===== src/design/iwdt_map.svh =====
/*
 * Holds the address, code limits and timing figures of the I/O port watchdog.
 * Assumes it is included by bare name from the design modules iwdt_tick and iwdt_top.
 */
// Notes on behaviour
// RL1: A byte written to I/O port 0x443 is the interval code and starts counting.
// RL2: Codes 0x01 to 0x3E are accepted, one second per count.
// RL3: Each rewrite of the port restarts the countdown with the new code.
// RL4: A read of the port disables the watchdog and stops the countdown.
// RL5: At zero without refresh, pulse system reset, then stay off until rewritten.
`ifndef IWDT_MAP_SVH
`define IWDT_MAP_SVH

// ****************************************************************
// Port address and interval codes.
// ****************************************************************
`define IWDT_PORT_ADDR 16'h0443
`define IWDT_CODE_MIN 8'h01
`define IWDT_CODE_MAX 8'h3e
`define IWDT_COUNT_LAST 8'h01
`define IWDT_COUNT_OFF 8'h00

// ****************************************************************
// Timing.
// ****************************************************************
`define IWDT_CLK_PERIOD_NS 40
`define IWDT_SECOND_NS 1000000000
`define IWDT_RST_PULSE_NS 1000
`define IWDT_TICK_CYCLES (`IWDT_SECOND_NS / `IWDT_CLK_PERIOD_NS)
`define IWDT_RST_PULSE_CYCLES ((`IWDT_RST_PULSE_NS + `IWDT_CLK_PERIOD_NS - 1) / `IWDT_CLK_PERIOD_NS)

`endif


===== src/design/iwdt_pkg.sv =====
/*
 * Types shared by the watchdog modules.
 * Assumes iwdt_map.svh is on the include path.
 */
`default_nettype none
package iwdt_pkg;

   typedef enum logic [0:0] {
      IWDT_ST_OFF = 1'b0,
      IWDT_ST_RUN = 1'b1
   } iwdt_state_t;

   // One I/O bus cycle as seen by the block; strobes last one clock.
   typedef struct packed {
      logic [15:0] addr;
      logic [7:0] wdata;
      logic wr;
      logic rd;
   } iwdt_io_req_t;

   typedef struct packed {
      iwdt_state_t mode;
      logic [7:0] count;
      logic [7:0] pulse;
   } iwdt_regs_t;

endpackage
`default_nettype wire


===== src/design/iwdt_tick.sv =====
/*
 * One-second prescaler for the watchdog countdown.
 * Assumes restart_in and run_in come from logic on the same clock.
 */
`timescale 1ns/100ps
`default_nettype none
`include "iwdt_map.svh"

module iwdt_tick #(
   parameter int unsigned TICK_CYCLES = `IWDT_TICK_CYCLES
) (
   // Clock and reset
   input wire logic clk_in,
   input wire logic srst_in,
   // Control
   input wire logic restart_in,
   input wire logic run_in,
   // Second tick, one cycle wide
   output logic tick_out
);

   localparam int unsigned CW = (TICK_CYCLES > 1) ? $clog2(TICK_CYCLES) : 1;

   typedef struct packed {
      logic [CW-1:0] cnt;
   } iwdt_tick_regs_t;

   iwdt_tick_regs_t st;
   iwdt_tick_regs_t next_st;
   logic at_end;

   assign at_end = (st.cnt == CW'(TICK_CYCLES - 1));
   assign tick_out = run_in && !restart_in && at_end;

   // A restart clears the prescaler so a refreshed interval is a full second per count.
   always_comb begin
      next_st = st;
      if (restart_in || !run_in || at_end) begin
         next_st.cnt = '0;
      end else begin
         next_st.cnt = st.cnt + CW'(1);
      end
   end

   always_ff @(posedge clk_in) begin
      if (srst_in) begin
         st <= '0;
      end else begin
         st <= next_st;
      end
   end
endmodule
`default_nettype wire


===== src/design/iwdt_top.sv =====
/*
 * Watchdog timer behind a single byte-wide I/O port.
 * Assumes the I/O bus strobes are synchronous to clk_in and one cycle wide.
 */
`timescale 1ns/100ps
`default_nettype none
`include "iwdt_map.svh"

module iwdt_top #(
   parameter int unsigned TICK_CYCLES = `IWDT_TICK_CYCLES,
   parameter int unsigned RST_PULSE_CYCLES = `IWDT_RST_PULSE_CYCLES
) (
   // Clock and reset
   input wire logic clk_in,
   input wire logic srst_in,
   // I/O port
   input wire iwdt_pkg::iwdt_io_req_t io_req_in,
   output logic [7:0] io_rdata_out,
   // Status and system reset
   output logic running_out,
   output logic sys_rst_out
);

   // ****************************************************************
   // State.
   // ****************************************************************
   iwdt_pkg::iwdt_regs_t st;
   iwdt_pkg::iwdt_regs_t next_st;
   logic hit_wr;
   logic hit_rd;
   logic code_ok;
   logic arm;
   logic tick;

   assign hit_wr = io_req_in.wr && (io_req_in.addr == `IWDT_PORT_ADDR);
   assign hit_rd = io_req_in.rd && (io_req_in.addr == `IWDT_PORT_ADDR);
   assign code_ok = (io_req_in.wdata >= `IWDT_CODE_MIN) && (io_req_in.wdata <= `IWDT_CODE_MAX);
   assign arm = hit_wr && code_ok && !hit_rd;

   iwdt_tick #(
      .TICK_CYCLES(TICK_CYCLES)
   ) u_tick (
      .clk_in(clk_in),
      .srst_in(srst_in),
      .restart_in(arm || hit_rd),
      .run_in(st.mode == iwdt_pkg::IWDT_ST_RUN),
      .tick_out(tick)
   );

   // ****************************************************************
   // Countdown.
   // ****************************************************************
   // A read beats a write in the same cycle, so software can always turn the
   // watchdog off. Out-of-range codes are ignored rather than clipped.
   always_comb begin
      next_st = st;
      if (st.pulse != 8'h00) begin
         next_st.pulse = st.pulse - 8'h01;
      end
      if (hit_rd) begin
         next_st.mode = iwdt_pkg::IWDT_ST_OFF; // RL4
         next_st.count = `IWDT_COUNT_OFF;
      end else if (arm) begin
         next_st.mode = iwdt_pkg::IWDT_ST_RUN; // RL1
         next_st.count = io_req_in.wdata; // RL2 RL3
      end else begin
         case (st.mode)
            iwdt_pkg::IWDT_ST_RUN: begin
               if (tick) begin
                  if (st.count == `IWDT_COUNT_LAST) begin
                     next_st.mode = iwdt_pkg::IWDT_ST_OFF; // RL5
                     next_st.count = `IWDT_COUNT_OFF;
                     next_st.pulse = 8'(RST_PULSE_CYCLES);
                  end else begin
                     next_st.count = st.count - 8'h01;
                  end
               end
            end
            iwdt_pkg::IWDT_ST_OFF: begin
               next_st.count = `IWDT_COUNT_OFF;
            end
            default: begin
               next_st.mode = iwdt_pkg::IWDT_ST_OFF;
            end
         endcase
      end
   end

   always_ff @(posedge clk_in) begin
      if (srst_in) begin
         st <= '0;
      end else begin
         st <= next_st;
      end
   end

   // Read data is the seconds still to run; it reads zero while off.
   assign io_rdata_out = st.count;
   assign running_out = (st.mode == iwdt_pkg::IWDT_ST_RUN);
   assign sys_rst_out = (st.pulse != 8'h00);

   // Expiry as the checks see it: the last second runs out with no access in the way.
   logic expiry;
   assign expiry = running_out && tick && (st.count == `IWDT_COUNT_LAST) && !hit_rd && !arm;
endmodule
`default_nettype wire


===== config.mk =====
export PLATFORM = sky130hd
export DESIGN_NAME = iwdt_top
export DESIGN_NICKNAME = d
export VERILOG_FILES = /design/src/design/iwdt_pkg.sv /design/src/design/iwdt_tick.sv /design/src/design/iwdt_top.sv
export VERILOG_INCLUDE_DIRS = /design/src /design/src/design
export SDC_FILE = /design/constraint.sdc
export NUM_CORES = 1
export LEC_CHECK = 0
export ABC_AREA = 1
export BUFFER_PORTS_ARGS = -buffer_cell sky130_fd_sc_hd__buf_2
export CAP_MARGIN = 20
export CORE_ASPECT_RATIO = 0.6
export CORE_MARGIN = 1.5
export CORE_UTILIZATION = 58
export DETAILED_ROUTE_END_ITERATION = 16
export GPL_TIMING_DRIVEN = 0
export MAX_ROUTING_LAYER = met4
export PLACE_DENSITY = 0.85
export SLEW_MARGIN = 15
export SYNTH_ARGS = -nofsm -noshare
export SYNTH_HDL_FRONTEND = slang
export SYNTH_SLANG_ARGS = --single-unit
export TNS_END_PERCENT = 100

===== constraint.sdc =====
create_clock -name clk_in -period 2.15 [get_ports clk_in]
set_clock_uncertainty 0.15 [all_clocks]
set_input_delay 0.43 -clock clk_in [delete_from_list [all_inputs] [get_ports clk_in]]
set_output_delay 0.43 -clock clk_in [all_outputs]
set_load 0.01 [all_outputs]

; Yosys cells after proc, flatten, opt, wreduce, memory -nomap -nowiden
; Cells that the tools add are included.
[totals]
register_bits = 42
latch_bits = 0
ram_bits = 0
mem_bits_ro = 0
out_inout_bits = 10
word_cells = 41
mem_count = 0
[classes]
n_addsub = 3
n_mul = 0
div = 0
order_cmp = 2
n_eq_ne = 4
shift = 0
muxes = 11
bitwise = 1
reduce_logical = 16
[op_table]
columns = cell, count
row1 = $mux 8, 6
row2 = $add 25x1->25 const B, 1
row3 = $eq 25x25->1 const B, 1
row4 = $mux 17, 1
row5 = $eq 16x11->1 const B, 1
row6 = $pmux 8 s2, 1
row7 = $sub 8x1->8 const B, 2
row8 = $mux 9, 1
row9 = $eq 8x1->1 const B, 1
row10 = $ge 8x1->1 const B, 1
row11 = $le 8x6->1 const B, 1
row12 = $reduce_bool 8->1, 1
row13 = $logic_and 1x1->1, 7
row14 = $reduce_or 2->1, 2
row15 = $logic_not 1->1, 3
row16 = $logic_or 1x1->1, 3
row17 = $ne 3x1->1 const B, 1
row18 = $mux 1, 2
row19 = $not 1->1, 1

; Logic depth before layout (Yosys ltp)
; Gate-level depths: netlist (run 1).
[logic_depth]
word_depth = 12
depth_mapped = 12
mapped_depth_nobuf = 12

; By module
; A second synthesis (run 1) with hierarchy kept.
[unflattened]
cells_unflattened = 427
hier_area_um2 = 2748.9
[by_module_without_submodules]
columns = mod, instances, cells_each, area_each_um2, seq_area_each_um2
row1 = iwdt_top, 1, 229, 1418.9, 340.3
row2 = iwdt_tick, 1, 198, 1330.0, 500.5

; Worst setup path after synthesis (run 1)
; OpenSTA, ideal clock, no wires.
[synth_path]
kind = input port to flip-flop
startpoint = input io_req_in[17] in the netlist's numbering
endpoint = register st (netlist bit io_rdata_out[1])
setup_time_ps = 123
arrival_time_ps = 1392
required_time_ps = 1877
path_slack_ps = 485
path_stages = 12
path_buffers = 0
cell_sequence = inv_1 -> nand2_1 -> nor2_1 -> nand2_1 -> nor2_1 -> nand3_2 -> nand2_1 -> inv_2 -> nand2_2 -> nor2_1 -> nor2_1 -> nor2_1
[synth_between]
elab_chain_len = 9
[synth_lines]
columns = element, line
row1 = start: declaration, iwdt_top.sv:17  ; input wire iwdt_pkg::iwdt_io_req_t io_req_in,
row2 = $eq 16x11->1 (no source line) (*), -
row3 = "$logic_and 1x1->1, on equally long branches", "iwdt_top.sv:35, iwdt_top.sv:36"
row4 = $logic_and 1x1->1 or $logic_not 1->1 (tied branches), -
row5 = $logic_and 1x1->1, iwdt_top.sv:38  ; assign arm = hit_wr && code_ok && !hit_rd;
row6 = $logic_or 1x1->1, iwdt_top.sv:45  ; .restart_in(arm || hit_rd),
row7 = $logic_not 1->1, iwdt_tick.sv:33  ; assign tick_out = run_in && !restart_in && at_end;
row8 = $logic_and 1x1->1 (2 in series), iwdt_tick.sv:33
row9 = $ne 3x1->1 (no source line), -
row10 = end signal: assignment, iwdt_top.sv:93  ; st <= next_st;
row11 = end: declaration, iwdt_top.sv:27  ; iwdt_pkg::iwdt_regs_t st;
; Mark *: on every way between the ends. The rest lies on a longest branch, timed or not.
; A chain may end at the register's enable or synchronous reset.

; Worst setup path in the final report (run 1)
[layout_path]
startpoint = register u_tick.st[18] in the netlist's numbering
endpoint = register st (netlist bit io_rdata_out[3])
[layout_between]
elab_chain_len = 3
[layout_lines]
columns = element, line
row1 = start: declaration, iwdt_tick.sv:28  ; iwdt_tick_regs_t st;
row2 = start signal: assignment, iwdt_tick.sv:49  ; st <= next_st;
row3 = $eq 25x25->1, iwdt_tick.sv:32  ; assign at_end = (st.cnt == CW'(TICK_CYCLES - 1));
row4 = $logic_and 1x1->1, iwdt_tick.sv:33
row5 = $ne 3x1->1 (no source line), -
; Every way passes these cells.

==> summary by stage, run 1 <==
Worst setup path
The cell family contributing the most delay on the critical path is simple AND/OR/NAND/NOR gates. The maximum fanout along the worst path is 6. The arrival time of data at the critical path endpoint is 1.99 ns. The launching element type of the critical path is a flop. The worst setup path is of the flop to flop kind. The slowest stage of the critical path is the sky130_fd_sc_hd__dfxtp_1 cell. STA classifies the critical path endpoint as a flop. In this run the register-to-register setup slack is approximately 0.19 ns. Traced cell by cell, the critical path runs through nand2_1, nor2_1, nand3_1, nor2_2, nand2_2, nor2_2, nand2_2, nand2_2, nor2_1, nor2_1, nor2_1.

STA puts the critical path data required time at 2.18 ns. On the worst path, the slowest cell contributes a delay of between 0.3 and 0.4 ns. The cell with the most instances on the worst path is sky130_fd_sc_hd__nor2_1. The number of buffers and inverters on the critical path is 0.

Synth
The share of the Yosys chip area taken by registers is ~29%. The synthesized design devotes to its leading area cell type between 20% and 30% of total area. The post-synthesis cell area is between 2000 and 3000 um2.

The synthesized design spends more area on one cell type than any other, namely sky130_fd_sc_hd__dfxtp_1. The synthesized instance count is slightly below 500. The top flip-flop cell by instance count after synthesis is sky130_fd_sc_hd__dfxtp_1. The synthesized design contains 0 enable-type register cells. The mean area per synthesized cell is 6.09 um2. Ranked by total cell area, the synthesized netlist is headed by sky130_fd_sc_hd__dfxtp_1 (29%), sky130_fd_sc_hd__nand2_1 (15%), sky130_fd_sc_hd__nor2_1 (14%). For this run, asynchronously set or reset flops after synthesis account for 0%. The total of warnings raised by yosys is 0. In the synthesized netlist, the cells that appear most often are sky130_fd_sc_hd__nand2_1 (119), sky130_fd_sc_hd__nor2_1 (106), sky130_fd_sc_hd__inv_1 (72), sky130_fd_sc_hd__dfxtp_1 (42), sky130_fd_sc_hd__nand3_1 (24). In this run, distinct cell masters in the synthesized netlist total 30. Counting every net in the synthesized netlist gives 516.

The synthesized design contains between 40 and 50 register bits. Yosys instantiated no cell more often than sky130_fd_sc_hd__nand2_1.

Finish
Relative to the synthesized area, the layout overhead comes to 13.0%. The final-layout fill cell count is between 400 and 500. With fillers left out, the area of the finished cells amounts to ~3300 um2.

Summing all multi-input logic gate instances after layout gives about 1700 um2. In the final layout, flip-flops and latches occupy 841 um2. Cells fill a little over two thirds of the core in the end. The repair_antennas step left the layout with diodes totalling 0. The net count of the finished layout is 560. The post-route netlist has 17.0% of its cells at a drive strength greater than 1.

Routing
Once detail routing completed, the nets flagged for antenna violations numbered 0. Dividing the detail-routed via count by the number of cells gives approximately 5. The detailed router placed between 2,000 and 3,000 vias in this run.

The number of detailed-routing iterations run before antenna repair is 5. The first-iteration detailed-routing DRC count is approximately 250. The total DRC errors in the routed layout is 0. The post-detailed-routing wire length is ~6.7 mm.

In the final routed layout, each cell accounts on average for ~11 um.

Power and ir drop
The analysis attributes to net switching a power of around 600 uW. The power density of the placed cells is around 600 nW/um2. The worst vdd rail ir drop is approximately 0.33 mV. The switching power share of the total is between 20% and 30%. In this run, the combinational gates consume 24.5% of the power. Per report_power, the sequential group accounts for about 45% of the total. Cell internal power was estimated by the tool at around 1.4 mW. Per report_power, the clock group accounts for 31.0% of the total.

The leakage power summed over all cells is around 1.6 nW.

Global routing
The largest net degree at the start of global routing is 13. The global-route wire length before repair is between 10 and 15 mm. The number of antenna violations at the first check in global routing is 0. Global routing used roughly 28% of the available tracks across all layers. The number of global-route vias before repair is around 2,600. After global routing the overflow that remains totals 0.

STA
The final-report setup violation count is 0. The final critical delay including setup and external delays is 1.96 ns. The max-slew violation count was 0. The highest clock rate is approximately 0.51 GHz. Hold timing on the final database bottoms out at a slack of 0.132 ns. The pin slew with the least headroom to its limit is ~0.4 ns. Adding up every negative setup slack in the final design gives 0 ns. Setup repair after global routing left no endpoint under its margin. The number of hold violations in the final report is 0. The part of the cycle the worst path needs is about nine tenths.

The headroom to the max-slew limit is ~73%.

Placed design
The detailed placer's ending HPWL is ~5.3 mm. The count of buffers added on input and output ports is 37. At the end of routability-driven placement, the weighted congestion stood at 0.968. The total placed instance area is between 3000 and 4000 um2.

Run status
The flow ran to the end, and the final reports show no timing, DRC or antenna violations.

Clock tree
The clock latency reported for the late side of the worst-skew pair is around 0.30 ns. The worst-case clock buffer depth is 2. The clock drives 42 sinks.

The maximum level of the CTS H-tree is 2. The clock transition at the registers of the reported paths is around 0.08 ns. The CTS tree is built. The count of hold buffers inserted by post-cts repair is 0.

The tree is rooted in a sky130_fd_sc_hd__clkbuf_8. The number of clock buffers inserted by TritonCTS is 5.

Floorplanning
The die covers ~5500 um2. Pin placement for this block handled 38 I/O pins. The die height is approximately 58 um. The number of rows created at floorplan is 19. Once the floorplan was initialized, standard cells occupied 62.1% of the core. The total core area is ~4700 um2. From left edge to right edge, the die measures ~95 um.

Job
Max-cap violations in this run came to 0.

Hold path
The path category of the worst min-delay check is primary input to flop.
## placed cells by master, fill, tap and decap left out, types with 3 or more instances in the layout
cell type / n
sky130_fd_sc_hd__o21ai_0: 3
sky130_fd_sc_hd__xnor2_1: 4
sky130_fd_sc_hd__nand2_1: 119
sky130_fd_sc_hd__nand4_1: 11
sky130_fd_sc_hd__dfxtp_1: 42
sky130_fd_sc_hd__or2_2: 3
sky130_fd_sc_hd__inv_1: 72
sky130_fd_sc_hd__nor2_1: 106
sky130_fd_sc_hd__nor2_2: 6
sky130_fd_sc_hd__buf_2: 38
sky130_fd_sc_hd__nor3_1: 17
sky130_fd_sc_hd__nand2_2: 8
sky130_fd_sc_hd__a21oi_1: 18
sky130_fd_sc_hd__ha_1: 5
sky130_fd_sc_hd__nand3_2: 4
sky130_fd_sc_hd__inv_2: 5
sky130_fd_sc_hd__clkbuf_8: 5
sky130_fd_sc_hd__xor2_1: 12
sky130_fd_sc_hd__buf_4: 8
sky130_fd_sc_hd__nor2_4: 3
sky130_fd_sc_hd__nand3_1: 24
## final cells by class
cell class / count / area share (%)
Timing Repair Buffer: 37 / 5.57
Tap cell: 63 / 2.37
Buffer: 10 / 2.30
Clock buffer: 7 / 2.30
Sequential cell: 42 / 25.3
Inverter: 77 / 8.70
Clock inverter: 1 / 0.904
Multi-Input combinational cell: 354 / 52.5
## logic make-up (layout without fill, tap and decap cells)
logic type               Yosys count  count (layout)  synth area share (%)
AND/OR/NAND/NOR                  312             312                  48.5
buffers and inverters             87             132                  12.4
flip-flops                        42              42                  28.6
AO/OA/AOI/OAI                     21              21                  3.58
XOR/XNOR                          16              16                  4.77
adder cells (fa/ha/maj)            5               5                  2.13
## power groups by stage
stage	Sequential, mW	Clock (mW)	Combinational (mW)
final	0.889	0.618	0.490
after global routing	0.896	0.655	0.559
after CTS	0.889	0.629	0.495
after detailed placement	0.907	0	0.488
after global placement	0.906	0	0.465
after floorplan	0.898	0	0.372
## stage by stage
| stage | worst slack (ns) | instances | total power, mW |
|---|---|---|---|
| 2_1_floorplan | 0.485 | 483 | 1.27 |
| 3_3_place_gp | 0.0718 | 583 | 1.37 |
| 3_5_place_dp | 0.0580 | 583 | 1.40 |
| 4_1_cts | 0.208 | 591 | 2.01 |
| 5_1_grt | 0.0189 | 591 | 2.11 |
| 6_report | 0.193 | 591 | 2.00 |
## state kept, by name (all words and copies together) (netlist names)
register and cells:
io_rdata_out 8, u_tick.st 25, running_out 1, st 8
## what timing repair did
action,CTS,global route
endpoints found under the setup margin,0,2
buffers inserted,0,0
resized for setup,0,2
## worst reg2reg max path, stage by stage (launching register included)
cell and delay (ns):
sky130_fd_sc_hd__dfxtp_1 0.39, sky130_fd_sc_hd__nand2_1 0.16, sky130_fd_sc_hd__nor2_1 0.23, sky130_fd_sc_hd__nand3_1 0.12, sky130_fd_sc_hd__nor2_2 0.14, sky130_fd_sc_hd__nand2_2 0.10, sky130_fd_sc_hd__nor2_2 0.10, sky130_fd_sc_hd__nand2_2 0.07
sky130_fd_sc_hd__nand2_2 0.14, sky130_fd_sc_hd__nor2_1 0.06, sky130_fd_sc_hd__nor2_1 0.11, sky130_fd_sc_hd__nor2_1 0.06
## final timing paths
path,startpoint,endpoint,cells after the start
setup / recovery,u_tick.st[18],io_rdata_out[3],11
setup reg to reg,u_tick.st[18],io_rdata_out[3],11
hold reg to reg,u_tick.st[0],u_tick.st[0],1
hold / removal,srst_in,st[0],2
## per-layer routing
metal / vias to the layer above / global-route usage (%) / wire length, um
met5: - / - / 0
met4: 0 / 7.46 / 80
met1: 1272 / 41.0 / 3470
met3: 9 / 6.82 / 554
li1: 1571 / - / -
met2: 106 / 38.6 / 2570
No activity file was read; power rests on OpenSTA's default activity.
==> run 2, diff against run 1 <==
--- a/config.mk
+++ b/config.mk
@@ -16,6 +16,7 @@
 export GPL_TIMING_DRIVEN = 0
 export MAX_ROUTING_LAYER = met4
 export PLACE_DENSITY = 0.85
+export REMOVE_ABC_BUFFERS = 1
 export SLEW_MARGIN = 15
 export SYNTH_ARGS = -nofsm -noshare
 export SYNTH_HDL_FRONTEND = slang
==> run 2 against run 1 <==
Combinational power is essentially flat; global-route usage shrank 1.8 points; worst setup slack gained 0.034 ns; critical endpoint is now io_rdata_out[0]; highest routed layer unchanged.
==> summary by stage, run 2 (synthesized netlist as in run 1, its figures left out) <==
Clock tree
The clock latency reported for the late side of the worst-skew pair is approximately 0.30 ns. The clock transition at the registers of the reported paths is 0.08 ns. Post-CTS timing repair inserted 0 buffers for setup. The number of instances resized during post-cts repair is 0. TritonCTS built the clock tree. The buffer cell driving the clock tree root is sky130_fd_sc_hd__clkbuf_8.

The H-tree generated during clock tree synthesis spans 2 levels. The number of clock buffers inserted by TritonCTS is 5. The count of hold buffers inserted by post-cts repair is 0. The worst-case clock buffer depth is 2.

CTS saw 42 sinks.

Global routing
The number of global-route vias before repair is 2,539. Global routing used a little over a quarter of the available tracks. The number of antenna violations at the first check in global routing is 0. The global-route wire length before repair is 11.1 mm. The largest net degree at the start of global routing is 26. The total overflow reported by the global router is 0.

Worst setup path
The capture point of the worst path is io_rdata_out[0]. The element type at the critical path end is a flop. The classification of the worst setup path is flop to flop. The arrival time of data at the critical path endpoint is approximately 2 ns. The launching element type of the critical path is a flop.

The worst register-to-register path has a depth of 10. The startpoint identified for the worst register-to-register timing path is io_rdata_out[0]. The cell with the largest stage delay on the worst path is sky130_fd_sc_hd__nor3_2.

The destination of the worst register-to-register timing path is io_rdata_out[0]. The critical path required time is about 2.2 ns. The signal on the critical path passes through ha_1, inv_1, nor3_2, nor2_1, nand2_1, inv_1, nand2_1, nand2_1, nor2_1, nor2_1. The source of the critical timing path is io_rdata_out[0]. The internal reg-to-reg setup slack is about 0.23 ns. Along the worst path, the maximum fanout reaches 8. The largest single stage delay on the critical path is around 0.53 ns.

Finish
Cells with a size suffix above 1 make up about 16% of the layout. The register with the most flip-flops in the layout has 25 of them. u_tick.st holds more flip-flops than any other register. The top cell types in the final layout, fill and taps aside, are sky130_fd_sc_hd__nand2_1 (119), sky130_fd_sc_hd__nor2_1 (106), sky130_fd_sc_hd__inv_1 (72). The library cell used most frequently in the layout, excluding fill and tap cells, is sky130_fd_sc_hd__nand2_1. After filler insertion, the fill cell instance count of the layout stands at about 430. The flip-flop and latch area is 841 um2. With fillers left out, the area of the finished cells amounts to 3220 um2. The number of antenna diodes in the final layout is 0. For this run, the post-layout net count is 550. The multi-input combinational cells in the finished layout cover a total of between 1500 and 2000 um2. Cells fill between 60% and 70% of the core in the end. The signed area change from the synthesized netlist to the final layout is 9.49%. The finished layout holds around 580 standard cells, fillers aside.

Routing
Before antenna repair, the detailed router went through 5 iterations. The post-detailed-routing wire length is 6.60 mm. The routed wirelength normalized by instance count is between 10 and 15 um. The total DRC errors in the routed layout is 0. The first-iteration detailed-routing DRC count is roughly 180. Detailed routing inserted a total of a little under 3,000 vias. The count of nets left with antenna violations once routing finished came out at 0. After detailed routing, the number of vias per cell comes to between 5 and 6.

Floorplanning
The floorplan step set the die height to roughly 58 um. Once the floorplan was initialized, standard cells occupied 62.1% of the core. The number of rows created at floorplan is 19.

The total core area is around 4700 um2. In this run the count of I/O pins placed on the die edge is 38. In this run the horizontal extent of the chip is about 95 um.

The die area is ~5500 um2.

Placed design
In this run the tool buffered the top-level ports with 37 buffer cells. The total placed instance area is between 3000 and 4000 um2. At the placement stage, the worst setup path has a slack of 0.00953 ns.

The instance count after placement with tap cells included is around 570. The final RePlAce weighted congestion is around 0.95. The detailed placer's ending HPWL is a little over 5 mm.

Hold path
Counting instances, the worst hold path has a depth of 2. In this run the worst hold path is classified as primary input to flop.

STA
The worst path setup slack after routing is ~0.23 ns. At the pin with the least slew margin, the transition time is between 0.6 and 0.7 ns. The highest clock rate is 0.520 GHz. The final critical delay including setup and external delays is a little under 2 ns. Adding up every negative setup slack in the final design gives 0 ns. Setup repair after global routing left no endpoint under its margin. Of the available clock period, the critical path in the final layout requires 89.4%. The number of hold violations in the final report is 0. The final-report setup violation count is 0.

The max-slew violation count was 0. The headroom to the max-slew limit is 58.8%. Final hold analysis gives a worst-case slack of around 0.13 ns.

Run status
The flow ran to the end, and the final reports show no timing, DRC or antenna violations.

Power and ir drop
Power spread over the standard cell area amounts to 594 nW/um2. The leakage power summed over all cells is 1.49 nW. The design draws roughly 1.9 mW. VDD sags by at most between 0.3 and 0.4 mV.

Job
Max-cap violations in this run came to 0.
## run 2: cell count changes in the layout (fill, tap and decap cells not counted)
cell                        delta
sky130_fd_sc_hd__buf_6         -1
sky130_fd_sc_hd__clkbuf_1      -1
sky130_fd_sc_hd__clkbuf_8      +1
sky130_fd_sc_hd__clkinv_2      +1
sky130_fd_sc_hd__buf_2         -1
sky130_fd_sc_hd__nor3_2        +2
sky130_fd_sc_hd__buf_4         -8
sky130_fd_sc_hd__nor3_4        -2
sky130_fd_sc_hd__bufinv_16     -1
## run 2: where the power goes
group | total [mW] | switching [mW] | internal (mW)
clock | 0.536 | 0.276 | 0.259
combinational | 0.488 | 0.283 | 0.205
sequential | 0.889 | 0.0425 | 0.846
total | 1.91 | 0.602 | 1.31
## run 2: layout make-up
type | count | area share (%)
multi-input cells | 354 | 53.8
flip-flops and latches | 42 | 26.1
inverters | 77 | 8.98
repair buffers | 37 | 5.75
clock buffers | 7 | 2.68
well taps | 63 | 2.45
clock inverters | 1 | 0.156
## run 2: worst min path at each step
stage / startpoint / endpoint / slack [ns]
6_report: srst_in / st[0] / 0.13
5_1_grt: srst_in / st[0] / 0.14
4_1_cts: srst_in / st[0] / 0.13
3_5_place_dp: u_tick.st[0] / u_tick.st[0] / 0.30
3_3_place_gp: u_tick.st[0] / u_tick.st[0] / 0.28
2_1_floorplan: u_tick.st[0] / u_tick.st[0] / 0.27
## run 2: critical path: cells and delay by family, from the launching register on
| family | cells | cell delay (ns) |
|---|---|---|
| fa+ha+maj | 1 | 0.18 |
| buf+inv | 2 | 0.10 |
| flops | 1 | 0.43 |
| simple gates | 7 | 0.95 |
## run 2: routing by layer
metal	up-vias	GRT usage [%]	routed length, um
met5	-	-	0
met4	0	7.68	69
met2	108	37.4	2620
li1	1547	-	-
met3	7	5.64	528
met1	1312	37.6	3370
